--- src/rtl/fcb_defines.svh ---
// Contract
// Secondary sends its fault word repeatedly throughout the fault-off period.
// Primary sends its own word likewise, same framing and coding.
// First pass sends bits 15..0; later passes send bits 31..0.
// Bit period T: one is 2/3 high, zero is 1/3 high.
// Every asserted fault bit is set; concurrent faults share a word.
// Bits 31:28 are 1111, bits 27:24 are 0000.
// Bits 17:16 carry the internal frequency range, information only.
// Bias undervoltage sets bit 13 and returns controller to power-up state.
// Feedback overvoltage sets bit 11 after hand-over; auto-restart.
// Over-temperature sets bit 6, switching stops while active; auto-restart.
// After hand-over, phase inversion held for whole timer sets bit 5.
// Inversion timer counts consecutive inverted cycles; one clean cycle clears it.
// After hand-over, feedback below burst threshold 64 ms sets bit 2.
// From frequency confirmation, no regulation within 64 ms sets bit 0.
// Constant-current selections disable output undervoltage and start-up timeout.
// Each fault bit has action: restart, power-up, information or unused.
// Primary selections 0-7 pick ranges 0-3; 0-3 auto-on, 4-7 latch-off. Code decodes only selection bit 2; no range is picked.
// External fault on primary pin always latches off.
// Low-load indicator output is driven while operating at low load.
// Isolated link input accepted as digital logic-level commands.
// Primary all-action faults all restart (sel 0-3) or all latch (4-7).
// Unused word positions are sent as zero.
`ifndef FCB_DEFINES_SVH
`define FCB_DEFINES_SVH

`define FCB_CLK_MHZ 40
`define FCB_BIT_PERIOD_NS 30000
`define FCB_BIT_CYC ((`FCB_BIT_PERIOD_NS * `FCB_CLK_MHZ) / 1000)
`define FCB_FAULT_MS 64
`define FCB_FAULT_CYC (`FCB_FAULT_MS * `FCB_CLK_MHZ * 1000)
`define FCB_PHINV_US 800
`define FCB_PHINV_CYC (`FCB_PHINV_US * `FCB_CLK_MHZ)

`define FCB_PREAMBLE_HI 4'hF
`define FCB_PREAMBLE_LO 4'h0
`define FCB_BIT_BIAS_UV 13
`define FCB_BIT_FB_OV 11
`define FCB_BIT_OT 6
`define FCB_BIT_PHINV 5
`define FCB_BIT_OUT_UV 2
`define FCB_BIT_START 0
`define FCB_FIRST_BIT 5'h0F
`define FCB_LAST_BIT 5'h1F

`define FCB_ADDR_CTRL 4'h0
`define FCB_ADDR_STAT 4'h4
`define FCB_ADDR_SWORD 4'h8
`define FCB_ADDR_PWORD 4'hC
`define FCB_CTRL_RST 32'h0000_0000

`endif

--- src/rtl/fcb_pkg.sv ---
package fcb_pkg;
	typedef enum logic [1:0] {
		FCB_ACT_RESTART,
		FCB_ACT_POWERUP,
		FCB_ACT_INFO,
		FCB_ACT_UNUSED
	} fcb_action_e;
	typedef enum {FCB_TX_IDLE, FCB_TX_BIT} fcb_tx_e;
endpackage

--- src/rtl/fcb_top.sv ---
`timescale 1ns/1ps
`default_nettype none
`include "fcb_defines.svh"

module fcb_top import fcb_pkg::*; #(
	parameter int BIT_CYC = `FCB_BIT_CYC,
	parameter int FAULT_CYC = `FCB_FAULT_CYC,
	parameter int PHINV_CYC = `FCB_PHINV_CYC
) (
	input wire logic mclk,
	input wire logic rst,
	input wire logic [3:0] avs_address,
	input wire logic avs_read,
	input wire logic avs_write,
	input wire logic [31:0] avs_writedata,
	output logic [31:0] avs_readdata,
	output logic avs_waitrequest,
	input wire logic bias_uv_in,
	input wire logic fb_ov_in,
	input wire logic overtemp_in,
	input wire logic fb_below_burst_in,
	input wire logic fb_in_regulation_in,
	input wire logic winding_sense_pin,
	input wire logic link_clk_ref,
	input wire logic cycle_strobe_in,
	input wire logic isolated_link_input,
	input wire logic primary_ext_fault_in,
	output logic secondary_config_pin,
	output logic primary_config_pin,
	output logic light_load_indicator,
	output logic switching_enable,
	output logic sec_powerup_reset,
	output logic primary_latch_off,
	output logic link_cmd_level
);

	// A bit needs three clocks at least so a zero still has a nonzero high time
	if (BIT_CYC < 3 || FAULT_CYC < 1 || PHINV_CYC < 1) begin : g_bad_param
		$error("fcb_top: unsupported timing parameters");
	end

	// ==========================================================
	// Input synchronisers
	// ==========================================================
	localparam int NS = 10;
	logic [NS-1:0] sync1_q, sync2_q;
	always_ff @(posedge mclk) begin
		if (rst) begin
			sync1_q <= '0;
			sync2_q <= '0;
		end else begin
			sync1_q <= {primary_ext_fault_in, isolated_link_input, cycle_strobe_in, link_clk_ref,
				winding_sense_pin, fb_in_regulation_in, fb_below_burst_in, overtemp_in, fb_ov_in, bias_uv_in};
			sync2_q <= sync1_q;
		end
	end
	wire logic s_bias_uv = sync2_q[0];
	wire logic s_fb_ov = sync2_q[1];
	wire logic s_ot = sync2_q[2];
	wire logic s_fb_low = sync2_q[3];
	wire logic s_in_reg = sync2_q[4];
	wire logic s_wind = sync2_q[5];
	wire logic s_lclk = sync2_q[6];
	wire logic s_cyc = sync2_q[7];
	wire logic s_link = sync2_q[8];
	wire logic s_ext = sync2_q[9];

	// ==========================================================
	// Control register
	// ==========================================================
	// ctrl: [0] sec fault-off, [1] pri fault-off, [2] handed over, [3] freq confirmed,
	// [4] low load, [7:5] primary selection, [9:8] freq range, [11:10] sec pin selection
	logic [31:0] ctrl_q;
	logic [31:0] pword_q;
	logic bus_ack_q;
	wire logic bus_req = (avs_read | avs_write) & ~bus_ack_q;
	always_ff @(posedge mclk) begin
		if (rst) begin
			ctrl_q <= `FCB_CTRL_RST;
			pword_q <= 32'h0000_0000;
		end else if (avs_write && bus_ack_q) begin
			if (avs_address == `FCB_ADDR_CTRL) begin
				ctrl_q <= avs_writedata;
			end
			if (avs_address == `FCB_ADDR_PWORD) begin
				pword_q <= avs_writedata;
			end
		end
	end
	always_ff @(posedge mclk) begin
		if (rst) begin
			bus_ack_q <= 1'b0;
		end else begin
			bus_ack_q <= bus_req;
		end
	end
	assign avs_waitrequest = (avs_read | avs_write) & ~bus_ack_q;

	wire logic sec_off = ctrl_q[0];
	wire logic pri_off = ctrl_q[1];
	wire logic handed = ctrl_q[2];
	wire logic freq_conf = ctrl_q[3];
	wire logic [2:0] pri_sel = ctrl_q[7:5];
	wire logic [1:0] freq_rng = ctrl_q[9:8];
	wire logic cc_mode = ctrl_q[11]; // Secondary selections 2 and 3

	// ==========================================================
	// Fault detectors
	// ==========================================================
	logic [31:0] uv_cnt_q, st_cnt_q, ph_cnt_q;
	logic out_uv_q, start_q, phinv_q;
	logic cyc_d1_q, inv_seen_q;

	always_ff @(posedge mclk) begin
		if (rst || !handed || cc_mode || !s_fb_low) begin
			uv_cnt_q <= '0;
		end else if (uv_cnt_q < FAULT_CYC) begin
			uv_cnt_q <= uv_cnt_q + 32'd1;
		end
	end
	always_ff @(posedge mclk) begin
		if (rst || !freq_conf || handed || cc_mode || s_in_reg) begin
			st_cnt_q <= '0;
		end else if (st_cnt_q < FAULT_CYC) begin
			st_cnt_q <= st_cnt_q + 32'd1;
		end
	end

	// Inversion judged per switching cycle: any in-phase sample clears the cycle's flag
	always_ff @(posedge mclk) begin
		if (rst) begin
			cyc_d1_q <= 1'b0;
			inv_seen_q <= 1'b1;
		end else begin
			cyc_d1_q <= s_cyc;
			if (s_cyc && !cyc_d1_q) begin
				inv_seen_q <= 1'b1;
			end else if (s_wind == s_lclk) begin
				inv_seen_q <= 1'b0;
			end
		end
	end
	wire logic cyc_end = s_cyc & ~cyc_d1_q;
	always_ff @(posedge mclk) begin
		if (rst || !handed) begin
			ph_cnt_q <= '0;
		end else if (cyc_end && !inv_seen_q) begin
			ph_cnt_q <= '0;
		end else if (ph_cnt_q < PHINV_CYC) begin
			ph_cnt_q <= ph_cnt_q + 32'd1;
		end
	end

	// Sticky until fault-off period ends so the reported word stays stable
	always_ff @(posedge mclk) begin
		if (rst) begin
			out_uv_q <= 1'b0;
			start_q <= 1'b0;
			phinv_q <= 1'b0;
		end else begin
			out_uv_q <= (uv_cnt_q >= FAULT_CYC) | (out_uv_q & sec_off);
			start_q <= (st_cnt_q >= FAULT_CYC) | (start_q & sec_off);
			phinv_q <= (ph_cnt_q >= PHINV_CYC) | (phinv_q & sec_off);
		end
	end

	logic [31:0] sword;
	always_comb begin
		sword = 32'h0000_0000;
		sword[31:28] = `FCB_PREAMBLE_HI;
		sword[27:24] = `FCB_PREAMBLE_LO;
		sword[17:16] = freq_rng;
		sword[`FCB_BIT_BIAS_UV] = s_bias_uv;
		sword[`FCB_BIT_FB_OV] = s_fb_ov & handed;
		sword[`FCB_BIT_OT] = s_ot;
		sword[`FCB_BIT_PHINV] = phinv_q;
		sword[`FCB_BIT_OUT_UV] = out_uv_q;
		sword[`FCB_BIT_START] = start_q;
	end

	function automatic fcb_action_e bit_action(input int idx);
		case (idx)
			`FCB_BIT_BIAS_UV: bit_action = FCB_ACT_POWERUP;
			`FCB_BIT_FB_OV, `FCB_BIT_OT, `FCB_BIT_OUT_UV, `FCB_BIT_START: bit_action = FCB_ACT_RESTART;
			`FCB_BIT_PHINV, 16, 17, 24, 25, 26, 27, 28, 29, 30, 31: bit_action = FCB_ACT_INFO;
			default: bit_action = FCB_ACT_UNUSED;
		endcase
	endfunction

	logic [31:0] restart_mask, powerup_mask;
	always_comb begin
		restart_mask = '0;
		powerup_mask = '0;
		for (int i = 0; i < 32; i++) begin
			restart_mask[i] = (bit_action(i) == FCB_ACT_RESTART);
			powerup_mask[i] = (bit_action(i) == FCB_ACT_POWERUP);
		end
	end

	// ==========================================================
	// Fault actions and primary map
	// ==========================================================
	logic latch_q;
	always_ff @(posedge mclk) begin
		if (rst) begin
			switching_enable <= 1'b0;
			sec_powerup_reset <= 1'b0;
			latch_q <= 1'b0;
			light_load_indicator <= 1'b0;
			link_cmd_level <= 1'b0;
		end else begin
			switching_enable <= ~s_ot & ~|(sword & (restart_mask | powerup_mask));
			sec_powerup_reset <= |(sword & powerup_mask);
			// Latch on external fault always, or any primary fault when selection 4-7
			latch_q <= latch_q | s_ext | (pri_off & pri_sel[2]);
			light_load_indicator <= ctrl_q[4];
			link_cmd_level <= s_link;
		end
	end
	assign primary_latch_off = latch_q;

	// ==========================================================
	// Bitstream transmitters, primary and secondary
	// ==========================================================
	localparam int ONE3 = BIT_CYC / 3;
	localparam int TWO3 = (2 * BIT_CYC) / 3;
	logic [1:0] tx_out;
	genvar g;
	generate
		for (g = 0; g < 2; g++) begin : g_tx
			fcb_tx_e st_q;
			logic [4:0] idx_q;
			logic [31:0] cnt_q;
			logic [31:0] word_q;
			logic pin_q;
			wire logic active = g ? pri_off : sec_off;
			wire logic [31:0] word_src = g ? pword_q : sword;
			always_ff @(posedge mclk) begin
				if (rst) begin
					st_q <= FCB_TX_IDLE;
					idx_q <= '0;
					cnt_q <= '0;
					word_q <= '0;
					pin_q <= 1'b0;
				end else begin
					case (st_q)
						FCB_TX_IDLE: begin
							pin_q <= 1'b0;
							if (active) begin
								st_q <= FCB_TX_BIT;
								idx_q <= `FCB_FIRST_BIT;
								cnt_q <= '0;
								word_q <= word_src;
							end
						end
						FCB_TX_BIT: begin
							pin_q <= (cnt_q < (word_q[idx_q] ? TWO3 : ONE3));
							if (!active) begin
								st_q <= FCB_TX_IDLE;
							end else if (cnt_q == BIT_CYC - 1) begin
								cnt_q <= '0;
								if (idx_q == 5'h00) begin
									idx_q <= `FCB_LAST_BIT;
									word_q <= word_src;
								end else begin
									idx_q <= idx_q - 5'h01;
								end
							end else begin
								cnt_q <= cnt_q + 32'd1;
							end
						end
						default: st_q <= FCB_TX_IDLE;
					endcase
				end
			end
			assign tx_out[g] = pin_q;
		end
	endgenerate
	assign secondary_config_pin = tx_out[0];
	assign primary_config_pin = tx_out[1];

	// ==========================================================
	// Register read
	// ==========================================================
	always_ff @(posedge mclk) begin
		if (rst) begin
			avs_readdata <= '0;
		end else if (avs_read && bus_req) begin
			case (avs_address)
				`FCB_ADDR_CTRL: avs_readdata <= ctrl_q;
				`FCB_ADDR_STAT: avs_readdata <= {28'h0, latch_q, sec_powerup_reset, switching_enable, 1'b0};
				`FCB_ADDR_SWORD: avs_readdata <= sword;
				`FCB_ADDR_PWORD: avs_readdata <= pword_q;
				default: avs_readdata <= 32'h0000_0000;
			endcase
		end
	end

	// ==========================================================
	// Checks
	// ==========================================================
	a_preamble_fixed: assert property (@(posedge mclk) disable iff (rst) sword[31:24] == 8'hF0)
		else $error("preamble wrong");
	a_unused_zero: assert property (@(posedge mclk) disable iff (rst) (sword & 32'h00FC_D79A) == 0)
		else $error("unused bit set");
	a_freq_info: assert property (@(posedge mclk) disable iff (rst) sword[17:16] == freq_rng)
		else $error("range readout wrong");
	a_fbov_handed: assert property (@(posedge mclk) disable iff (rst) sword[11] |-> handed)
		else $error("fb overvoltage before hand-over");
	a_cc_blocks: assert property (@(posedge mclk) disable iff (rst) cc_mode |=> (uv_cnt_q == 0 && st_cnt_q == 0))
		else $error("cc mode did not clear timers");
	a_ot_stops: assert property (@(posedge mclk) disable iff (rst) s_ot |=> !switching_enable)
		else $error("switching during overtemp");
	a_bias_powerup: assert property (@(posedge mclk) disable iff (rst) s_bias_uv |=> sec_powerup_reset)
		else $error("no power-up on bias uv");
	a_ext_latch: assert property (@(posedge mclk) disable iff (rst) s_ext |=> primary_latch_off)
		else $error("external fault not latched");
	a_phinv_reset: assert property (@(posedge mclk) disable iff (rst) (handed && cyc_end && !inv_seen_q) |=> ph_cnt_q == 0)
		else $error("phase timer not reset");
	a_tx_start: assert property (@(posedge mclk) disable iff (rst)
		(g_tx[0].st_q == FCB_TX_IDLE && sec_off) |=> g_tx[0].idx_q == 5'h0F)
		else $error("first pass not at bit 15");
	a_idle_low: assert property (@(posedge mclk) disable iff (rst) !sec_off |=> ##1 !secondary_config_pin)
		else $error("pin active outside fault-off");
	c_sec_tx: cover property (@(posedge mclk) disable iff (rst) g_tx[0].idx_q == 5'h1F);
	c_pri_tx: cover property (@(posedge mclk) disable iff (rst) g_tx[1].idx_q == 5'h1F);
	c_phinv: cover property (@(posedge mclk) disable iff (rst) phinv_q);
	c_bus_rd: cover property (@(posedge mclk) disable iff (rst) avs_read && !avs_waitrequest);

endmodule
`default_nettype wire

--- config.mk ---
export PLATFORM = sky130hd
export DESIGN_NAME = fcb_top
export DESIGN_NICKNAME = d
export VERILOG_FILES = /design/src/rtl/fcb_pkg.sv /design/src/rtl/fcb_top.sv
export VERILOG_INCLUDE_DIRS = /design/src /design/src/rtl
export SDC_FILE = /design/constraint.sdc
export NUM_CORES = 1
export LEC_CHECK = 0
export BUFFER_PORTS_ARGS = -buffer_cell sky130_fd_sc_hd__buf_2
export CORE_UTILIZATION = 45
export CTS_CLUSTER_DIAMETER = 80
export DETAILED_ROUTE_END_ITERATION = 8
export GPL_TIMING_DRIVEN = 0
export HOLD_SLACK_MARGIN = 0.06
export MAX_ROUTING_LAYER = met4
export PLACE_DENSITY = 0.72
export SLEW_MARGIN = 20
export SYNTH_ARGS = -nofsm -noshare
export SYNTH_HDL_FRONTEND = slang
export SYNTH_SLANG_ARGS = --single-unit
--- constraint.sdc ---
create_clock -name mclk -period 2.54 [get_ports mclk]
set_input_delay 0.254 -clock mclk [delete_from_list [all_inputs] [get_ports mclk]]
set_output_delay 0.254 -clock mclk [all_outputs]
set_load 0.1 [all_outputs]
# Word-level counts from Yosys, hierarchy flattened
# Index checks and enable logic that the tools add are counted.
# W data, S select, Z words.
[word_totals]
word_cells = 161
output_inout_bits = 40
in_bits = 50
reg_bits = 427
[op_classes]
n_reduce_logical = 37
order_cmp = 10
eq_ne = 18
n_addsub = 7
muxes = 43
bitwise_logic = 17
[op_table]
columns = ["op", "n"]
rows = [
  ["$mux W32", 18],
  ["$pmux W32 S2", 6],
  ["$add A32 B1 Y32 const B", 5],
  ["$pmux W32 S4", 1],
  ["$eq A32 B1 Y1 const B", 2],
  ["$eq A32 B11 Y1 const B", 2],
  ["$ge A32 B22 Y1 const B", 2],
  ["$logic_not A32 Y1", 2],
  ["$lt A32 B10 Y1", 2],
  ["$lt A32 B22 Y1 const B", 2],
  ["$mux W5", 8],
  ["$ge A32 B15 Y1 const B", 1],
  ["$lt A32 B15 Y1 const B", 1],
  ["$mux W10", 2],
  ["$ne A2 B2 Y1 const B", 10],
  ["$pmux W5 S2", 2],
  ["$lt A5 B6 Y1 const B", 2],
  ["$bmux W1 S5", 2],
  ["$logic_not A5 Y1", 2],
  ["$reduce_and A5 Y1", 2],
  ["$sub A5 B1 Y5 const B", 2],
  ["$and A1 B1 Y1", 8],
  ["$eq A4 B4 Y1 const B", 2],
  ["$reduce_and A2 Y1", 4],
  ["other kinds (15)", 42],
]

# Logic depth before layout (Yosys ltp)
# Gate-level depths: netlist of run 1.
[depth]
word_depth = 5
mapped_depth = 11
ltp_nobuf = 10

# Least setup slack after synthesis of run 1
# Ideal clock, no wire load.
[synth_path]
kind = "register -> register"
startpoint = "register g_tx[1].st_q[0]"
endpoint = "register g_tx[1].cnt_q[31]"
setup_slack_ps = -278
period_less_slack_ps = 2818
stages_incl_launch_ff = 12
setup_time_ps = 128
t_arrival_ps = 2691
required_time_ps = 2412
path_buffers = 3
cell_sequence = "dfxtp_1 -> clkbuf_1 -> inv_1 -> ha_1 -> nor2_1 -> and4_1 -> clkbuf_1 -> and4_1 -> clkbuf_1 -> or3b_2 -> xor2_1 -> nor2_1"
[synth_between]
elab_chain_len = 3
word_cells_on_any_way = 7
cone_classes = "3 x eq/ne; 1 x mux; 3 x reduce/logical"
[synth_lines]
columns = ["item", "line", "text"]
rows = [
  ["from (decl)", "fcb_top.sv:231", "fcb_tx_e st_q;"],
  ["from (signal assigned)", "fcb_top.sv:240", "st_q <= FCB_TX_IDLE;"],
  ["from (signal assigned)", "fcb_top.sv:250", "st_q <= FCB_TX_BIT;"],
  ["from (signal assigned)", "fcb_top.sv:259", "st_q <= FCB_TX_IDLE;"],
  ["$eq A32 B1 Y1 / $logic_not A32 Y1 (equally long branches)", "fcb_top.sv:246", "case (st_q)"],
  ["$ne A2 B2 Y1 (no line) / $reduce_bool A2 Y1 (equally long branches)", "-", ""],
  ["$reduce_and A3 Y1 (no line)", "-", ""],
  ["to (signal assigned)", "fcb_top.sv:269", "cnt_q <= cnt_q + 32'd1;"],
  ["to (decl)", "fcb_top.sv:233", "logic [31:0] cnt_q;"],
]
# Parallel ways exist; a longest one is shown, timed or not.
# A chain may end at the register's enable or synchronous reset.

# Worst setup path in the final report of run 1
[layout_path]
startpoint = "register g_tx[1].idx_q[1]"
endpoint = "register g_tx[1].pin_q, in the netlist primary_config_pin"
[layout_between]
elab_chain_len = 5
[layout_lines]
columns = ["item", "line", "text"]
rows = [
  ["from (decl)", "fcb_top.sv:232", "logic [4:0] idx_q;"],
  ["from (signal assigned)", "fcb_top.sv:251", "idx_q <= `FCB_FIRST_BIT;"],
  ["from (signal assigned)", "fcb_top.sv:263", "idx_q <= `FCB_LAST_BIT;"],
  ["from (signal assigned)", "fcb_top.sv:266", "idx_q <= idx_q - 5'h01;"],
  ["$bmux W1 S5", "fcb_top.sv:257", "pin_q <= (cnt_q < (word_q[idx_q] ? TWO3 : ONE3));"],
  ["$mux W1 (implied by the code)", "fcb_top.sv:257", ""],
  ["$mux W10", "fcb_top.sv:257", ""],
  ["$lt A32 B10 Y1", "fcb_top.sv:257", ""],
  ["$pmux W1 S2", "fcb_top.sv:246", ""],
  ["to (signal assigned)", "fcb_top.sv:257", ""],
  ["to (decl)", "fcb_top.sv:235", "logic pin_q;"],
]
# No other way between the ends. The select of a mux whose other input is x is not followed.

==> results of run 1 <==
where the power goes:
group | leakage, nW | switching (W) | internal (W)
Sequential | 2.77 | 0.000190 | 0.00554
Combinational | 3.18 | 0.00137 | 0.000941
Clock | 0.592 | 0.00219 | 0.00314
metrics by stage:
stage	setup WS, ps	instances	TNS [ps]	utilization, %	hold slack, ps
3_5_place_dp	-836.5	2084	-14680	48.80	420.4
5_1_grt	-199.2	2211	-343.3	55.67	105.7
6_report	-81.51	2211	-81.51	55.67	103.4
3_3_place_gp	-801.1	2084	-12490	48.80	423.8
4_1_cts	-113.0	2192	-125.8	54.53	84.47
2_1_floorplan	11.63	1601	0	-	382.2
cell usage in the layout (no fill, tap or decap), types with 5 or more instances in the layout:
cell type,n
nor4_2,5
inv_1,26
mux4_2,7
nand2_1,190
or4_1,7
buf_4,23
nand4_1,40
clkbuf_8,5
xnor2_1,44
clkbuf_1,77
and4_1,11
a221oi_1,20
nor4_1,26
ha_1,17
o21a_1,5
nand3_1,54
o21ai_0,13
mux2_2,8
nand2b_1,6
and2_1,42
clkbuf_4,5
nor3_1,42
dfxtp_1,333
nor2_1,248
a21oi_1,95
dfxtp_2,5
a22oi_1,12
mux2i_1,48
nor3_2,5
nor2b_1,30
buf_2,88
xor2_1,68
dlygate4sd3_1,43
and3_1,24
clkbuf_16,39
synthesized netlist by cell type, types with 24 or more instances:
library cell,instances
nor2_1,253
nor4_1,31
nand3_1,55
nor3_1,50
a21oi_1,97
dfxtp_1,342
and3_1,24
nand2_1,190
and2_1,42
mux2i_1,49
xnor2_1,44
xor2_1,68
inv_1,26
nor2b_1,30
nand4_1,40
clkbuf_1,82
final cells by class:
| class | instances | area (µm²) | area share, % |
|---|---|---|---|
| repair buffers | 153 | 1056 | 6.185 |
| inverters | 27 | 101.3 | 0.5936 |
| clock buffers | 55 | 1065 | 6.237 |
| clock inverters | 11 | 142.6 | 0.8355 |
| plain buffers | 83 | 382.9 | 2.243 |
| well taps | 396 | 495.5 | 2.902 |
| flip-flops and latches | 342 | 6868 | 40.23 |
| multi-input cells | 1144 | 6962 | 40.78 |
path summary, 6_finish.rpt:
| check | endpoint | depth (start not counted) | slack [ps] |
|---|---|---|---|
| max | primary_config_pin | 10 | -80 |
| min | bus_ack_q | 3 | 100 |
| max reg2reg | primary_config_pin | 10 | -80 |
| min reg2reg | sync2_q[0] | 1 | 430 |
kinds of logic (layout without fill, tap and decap cells):
family                     after synthesis  count (layout)  synth area share, %
and+or+nand+nor                        767             767                26.00
DFF                                    342             342                48.80
AOI/OAI and AO/OA                      183             183                8.206
buffers and inverters                  115             329                3.131
xor gates and xnor gates               112             112                6.993
muxes                                   64              64                5.262
adders and majority gates               18              18                1.605
flip-flops by register name, summed over array words and instances, names as in the netlist, 2 cells and up:
signal         cells
g_tx.cnt_q        64
ph_cnt_q          32
g_tx.word_q       41
sync2_q           10
g_tx.word_src     32
st_cnt_q          32
uv_cnt_q          32
ctrl_q            32
avs_readdata      32
g_tx.st_q          2
sync1_q           10
g_tx.idx_q        10
metal layers:
metal	vias to the layer above	part of all wire (%)	track usage [%]
li1	5875	-	-
met1	5644	45	27.75
met2	327	47	34.50
met3	61	5.7	3.666
met4	0	2.8	7.733
met5	-	0	-
timing repair:
action,CTS,global route
endpoints found under the hold margin,75,0
pin swaps,7,14
cloned,0,1
buffers inserted,2,20
hold buffers,43,0
setup endpoints to repair,71,108
gates resized for setup,38,56
critical path, cell delays in order, from the launching register on:
cell	delay (ps)
dfxtp_4	390
buf_12	130
mux4_2	550
o21ai_4	190
o32ai_4	110
nor3_4	230
inv_1	70
ha_1	280
o2111ai_2	190
a21oi_2	60
nor4_2	300
==> flow_summary.toml, run 1 <==
[routing]
postRouteAntennaNets = 0
post_drt_wl_per_cell_um = 15.22
drc = 0
drt-total-wl_um = 33640
drtIter0Drc = 803
drt_pass1_iterations = 5
viasPerCell = 5.385
vias = 11907

[synthesis]
yosys_most_used_dff = "dfxtp_1"
ys_types = 60
ys_seq_area_share_pct = 48.80
ys_ff_latch = 342
postSynth.asyncResetShare_pct = 0
synthCells = 1601
ys_warn_count = 0
synth.cell_area_um2 = 14030
syn_area_per_cell_um2 = 8.762
yosysTopAreaCellShare_pct = 48.80
synth_nets = 1669
synth_edf_count = 0
synth_top_cell_by_area = "dfxtp_1"
synth_area_leaders = "dfxtp_1 49%, nor2_1 6.8%, nand2_1 5.1%"

[die]
start_util_pct = 45.74
ios = 90
die_height_um = 178.6
core-area_um2 = 30670
dieArea_um2 = 31880
floorplan.rows = 64
die_w_um = 178.6

[clock_tree]
cts_buffer_depth = 3
cts-root-buf = "clkbuf_16"
clock_sinks = 342
clk_latency_ps = 530
clk_pin_slew_worst_paths_ps = 60
cts_tree = "yes"
htree_levels = 2
cts_buffers = 37

[sta]
timing.final.hold_violations = 0
rsz0062_at_grt = "true"
setup_viol = 1
skew_ps = 23.65
fin_ws_ps = -81.51
min_period_ps = 2622
max_freq_mhz = 381.5
maxSlewHeadroom_pct = 53.35
worst_pin_slew_ps = 698.5
final_max_slew_viol_count = 0
timing.final.crit_share_pct = 103.2

[worst_hold_path]
hold_class = "input pin to register"
worstHoldStart = "avs_write"

[power]
power_w = 0.01337
p_leak_nw = 6.542
vdd_ir_drop_max_v = 0.0005824
p_per_area_nw_per_um2 = 783.3

[layout]
nets = 1856
final_layout_size_suffix_gt1_share_pct = 13.61
diodes = 0
fillers = 2682
area_growth_pct = 21.70
finalInstanceArea_um2 = 17070

[placed_design]
place_area_um2 = 14970
gp_congestion = 0.9010
io_buffers = 87
hpwl_um = 23340

[critical_path]
worst_setup_path_start_kind = "register"
critical_path.startpoint = "g_tx[1].idx_q[1]"
r2r_start = "g_tx[1].idx_q[1]"
criticalPathCategory = "register to register"
crit_fanout = 5
crit_path_end_kind = "register"
cp.required_ps = 2940
cp.arrival_ps = 3020

[grt]
grt-ovfl-total = 0
antenna_found_initial = 0
grt.total_usage_pct = 21.71
grt_max_degree = 15
grt_pass1_wl_um = 54720
grt_pass1_vias = 11138

[run]
drv_cap = 0

[status]
violations = "setup timing"
status = "finished with violations"
(Power assumes the default switching activity.)
==> inputs of run 2 (changes only) <==
- PLACE_DENSITY: 0.72 -> unset
==> run 2 against run 1 <==
Net effect:
- the flow now finishes without violations
- via count fell by 2.4%
- flip-flop and latch count did not move
- register-to-register slack improved by 100 ps
- largest cell class unchanged
==> flow_summary.toml, run 2 (synthesized netlist as in run 1, its figures left out) <==
[layout]
largestRegisters = "g_tx.cnt_q (64), g_tx.word_q (41)"
fin_cells = 2197
final_layout_size_suffix_gt1_share_pct = 13.28
nets = 1844
largest_reg_flops = 64
final_cell_mix = "333 x dfxtp_1, 251 x nor2_1, 190 x nand2_1"
largest-register = "g_tx.cnt_q"
finalInstanceArea_um2 = 17040
fillers = 2841
final_util_pct = 55.55
final_common_cell = "dfxtp_1"
area_growth_pct = 21.44

[clock_tree]
cts_buffer_depth = 3
clk_latency_ps = 530
htree_levels = 2
cts_tree = "yes"
cts_buffers = 38
clock_sinks = 342
clk_pin_slew_worst_paths_ps = 60
cts-root-buf = "clkbuf_16"

[routing]
drc = 0
postRouteAntennaNets = 0
post_drt_wl_per_cell_um = 15.54
drt-total-wl_um = 34150
drtIter0Drc = 678
vias = 11617
drt_pass1_iterations = 5
viasPerCell = 5.288

[sta]
maxSlewHeadroom_pct = 33.44
min_period_ps = 2521
setup_viol = 0
timing.final.hold_violations = 0
final_max_slew_viol_count = 0
skew_ps = 18.66
timing.final.crit_share_pct = 99.27
rsz0062_at_grt = "true"
worst_pin_slew_ps = 994.7
max_freq_mhz = 396.6

[placed_design]
io_buffers = 87
hpwl_um = 23930
dpl.cell_count = 2084
place_area_um2 = 14970
gp_congestion = 0.8528

[die]
core-area_um2 = 30670
start_util_pct = 45.74
ios = 90
dieArea_um2 = 31880
die_height_um = 178.6
floorplan.rows = 64
die_w_um = 178.6

[worst_hold_path]
worstHoldStart = "avs_write"
hold_class = "input pin to register"
whs_endpoint = "bus_ack_q"
hold_depth = 3

[critical_path]
crit_fanout = 5
criticalPathCategory = "register to register"
worst_setup_path_start_kind = "register"
crit_path_end_kind = "register"
cp.arrival_ps = 2940
slowest_delay_ps = 540
timing.rr.end = "primary_config_pin"
r2r_start = "g_tx[1].idx_q[1]"
cp.required_ps = 2960
critPathSlowestCell = "mux4_2"
path_cells = "buf_12 -> mux4_2 -> nor2_1 -> o32ai_4 -> nor3_2 -> inv_1 -> ha_4 -> o2111ai_2 -> a21oi_2 -> nor4_4"
r2r_slack_ps = 20
reg2regPathDepth = 10
critical_path.startpoint = "g_tx[1].idx_q[1]"

[grt]
grt_pass1_wl_um = 54840
grt_pass1_vias = 10798
antenna_found_initial = 1
grt-ovfl-total = 0
grt.total_usage_pct = 22.03
grt_max_degree = 14

[run]
drv_cap = 0

[power]
p_per_area_nw_per_um2 = 798.5
vdd_ir_drop_max_v = 0.0004979
p_leak_nw = 6.504

[status]
status = "finished, final reports clean"
run 2: changes by cell type in the layout (fill, tap and decap cells not counted), sizes merged:
cell         previous run  this run
clkbuf                130       132
diode                   0         1
dlygate4sd3            43        42
inv                    28        26
clkinvlp                0         1
clkinv                  8         7
bufinv                  2         3
buf                   118       103
run 2: report_power, final:
group	switching, W	total [W]	internal, W
sequential	0.000183	0.00572	0.00554
combinational	0.00138	0.00228	0.000904
clock	0.00219	0.00560	0.00341
total	0.00375	0.0136	0.00985
run 2: routing by layer:
layer	track usage [%]	part of all wire (%)	wire length, µm	vias to the layer above
met3	3.240	4.9	1670	65
met5	-	0	0	-
met4	7.133	2.7	924	0
met2	33.62	45	15200	275
li1	-	-	-	5842
met1	29.86	48	16350	5435
run 2: worst max-delay path by stage:
stage	endpoint	slack, ps	cells after the start
after global placement	primary_config_pin	-780	11
final	primary_config_pin	20	10
after CTS	primary_config_pin	-80	10
after global routing	primary_config_pin	-160	10
after detailed placement	primary_config_pin	-860	11
after floorplan	g_tx[1].cnt_q[31]	10	11
run 2: what timing repair did:
item / 4_1_cts / 5_1_grt
hold buffers: 42 / 0
setup buffers: 3 / 6
resized for setup: 35 / 56
endpoints found under the setup margin: 84 / 90
pin swaps: 4 / 8
gates cloned: 0 / 1
endpoints found under the hold margin: 74 / 0
run 2: cell type report:
type                            count  area, µm²  share of cell area (%)
Multi-Input combinational cell   1144       6952                   40.81
Buffer                             84      387.9                   2.277
Antenna cell                        1      2.502                 0.01469
Sequential cell                   342       6863                   40.28
Tap cell                          396      495.5                   2.908
Inverter                           27      101.3                  0.5949
Clock inverter                     10      153.9                  0.9034
Timing Repair Buffer              139      948.4                   5.567
Clock buffer                       54       1132                   6.647
run 2: stage by stage:
stage / hold WS (ps) / setup WS [ps] / setup TNS [ps] / power [W]
4_1_cts: 82.59 / -78.48 / -78.48 / 0.01347
3_3_place_gp: 418.4 / -778.1 / -15900 / 0.007725
6_report: 86.94 / 18.59 / 0 / 0.01360
3_5_place_dp: 425.9 / -863.8 / -18340 / 0.007749
2_1_floorplan: 382.2 / 11.63 / 0 / 0.007273
5_1_grt: 142.4 / -159.6 / -253.6 / 0.01414
run 2: critical path: cells and delay by family (launching register included):
family	cells	cell delay [ps]
DFF	1	370
buffers and inverters	2	230
muxes	1	540
and+or+nand+nor	3	670
AOI/OAI and AO/OA	3	360
adders and majority gates	1	220
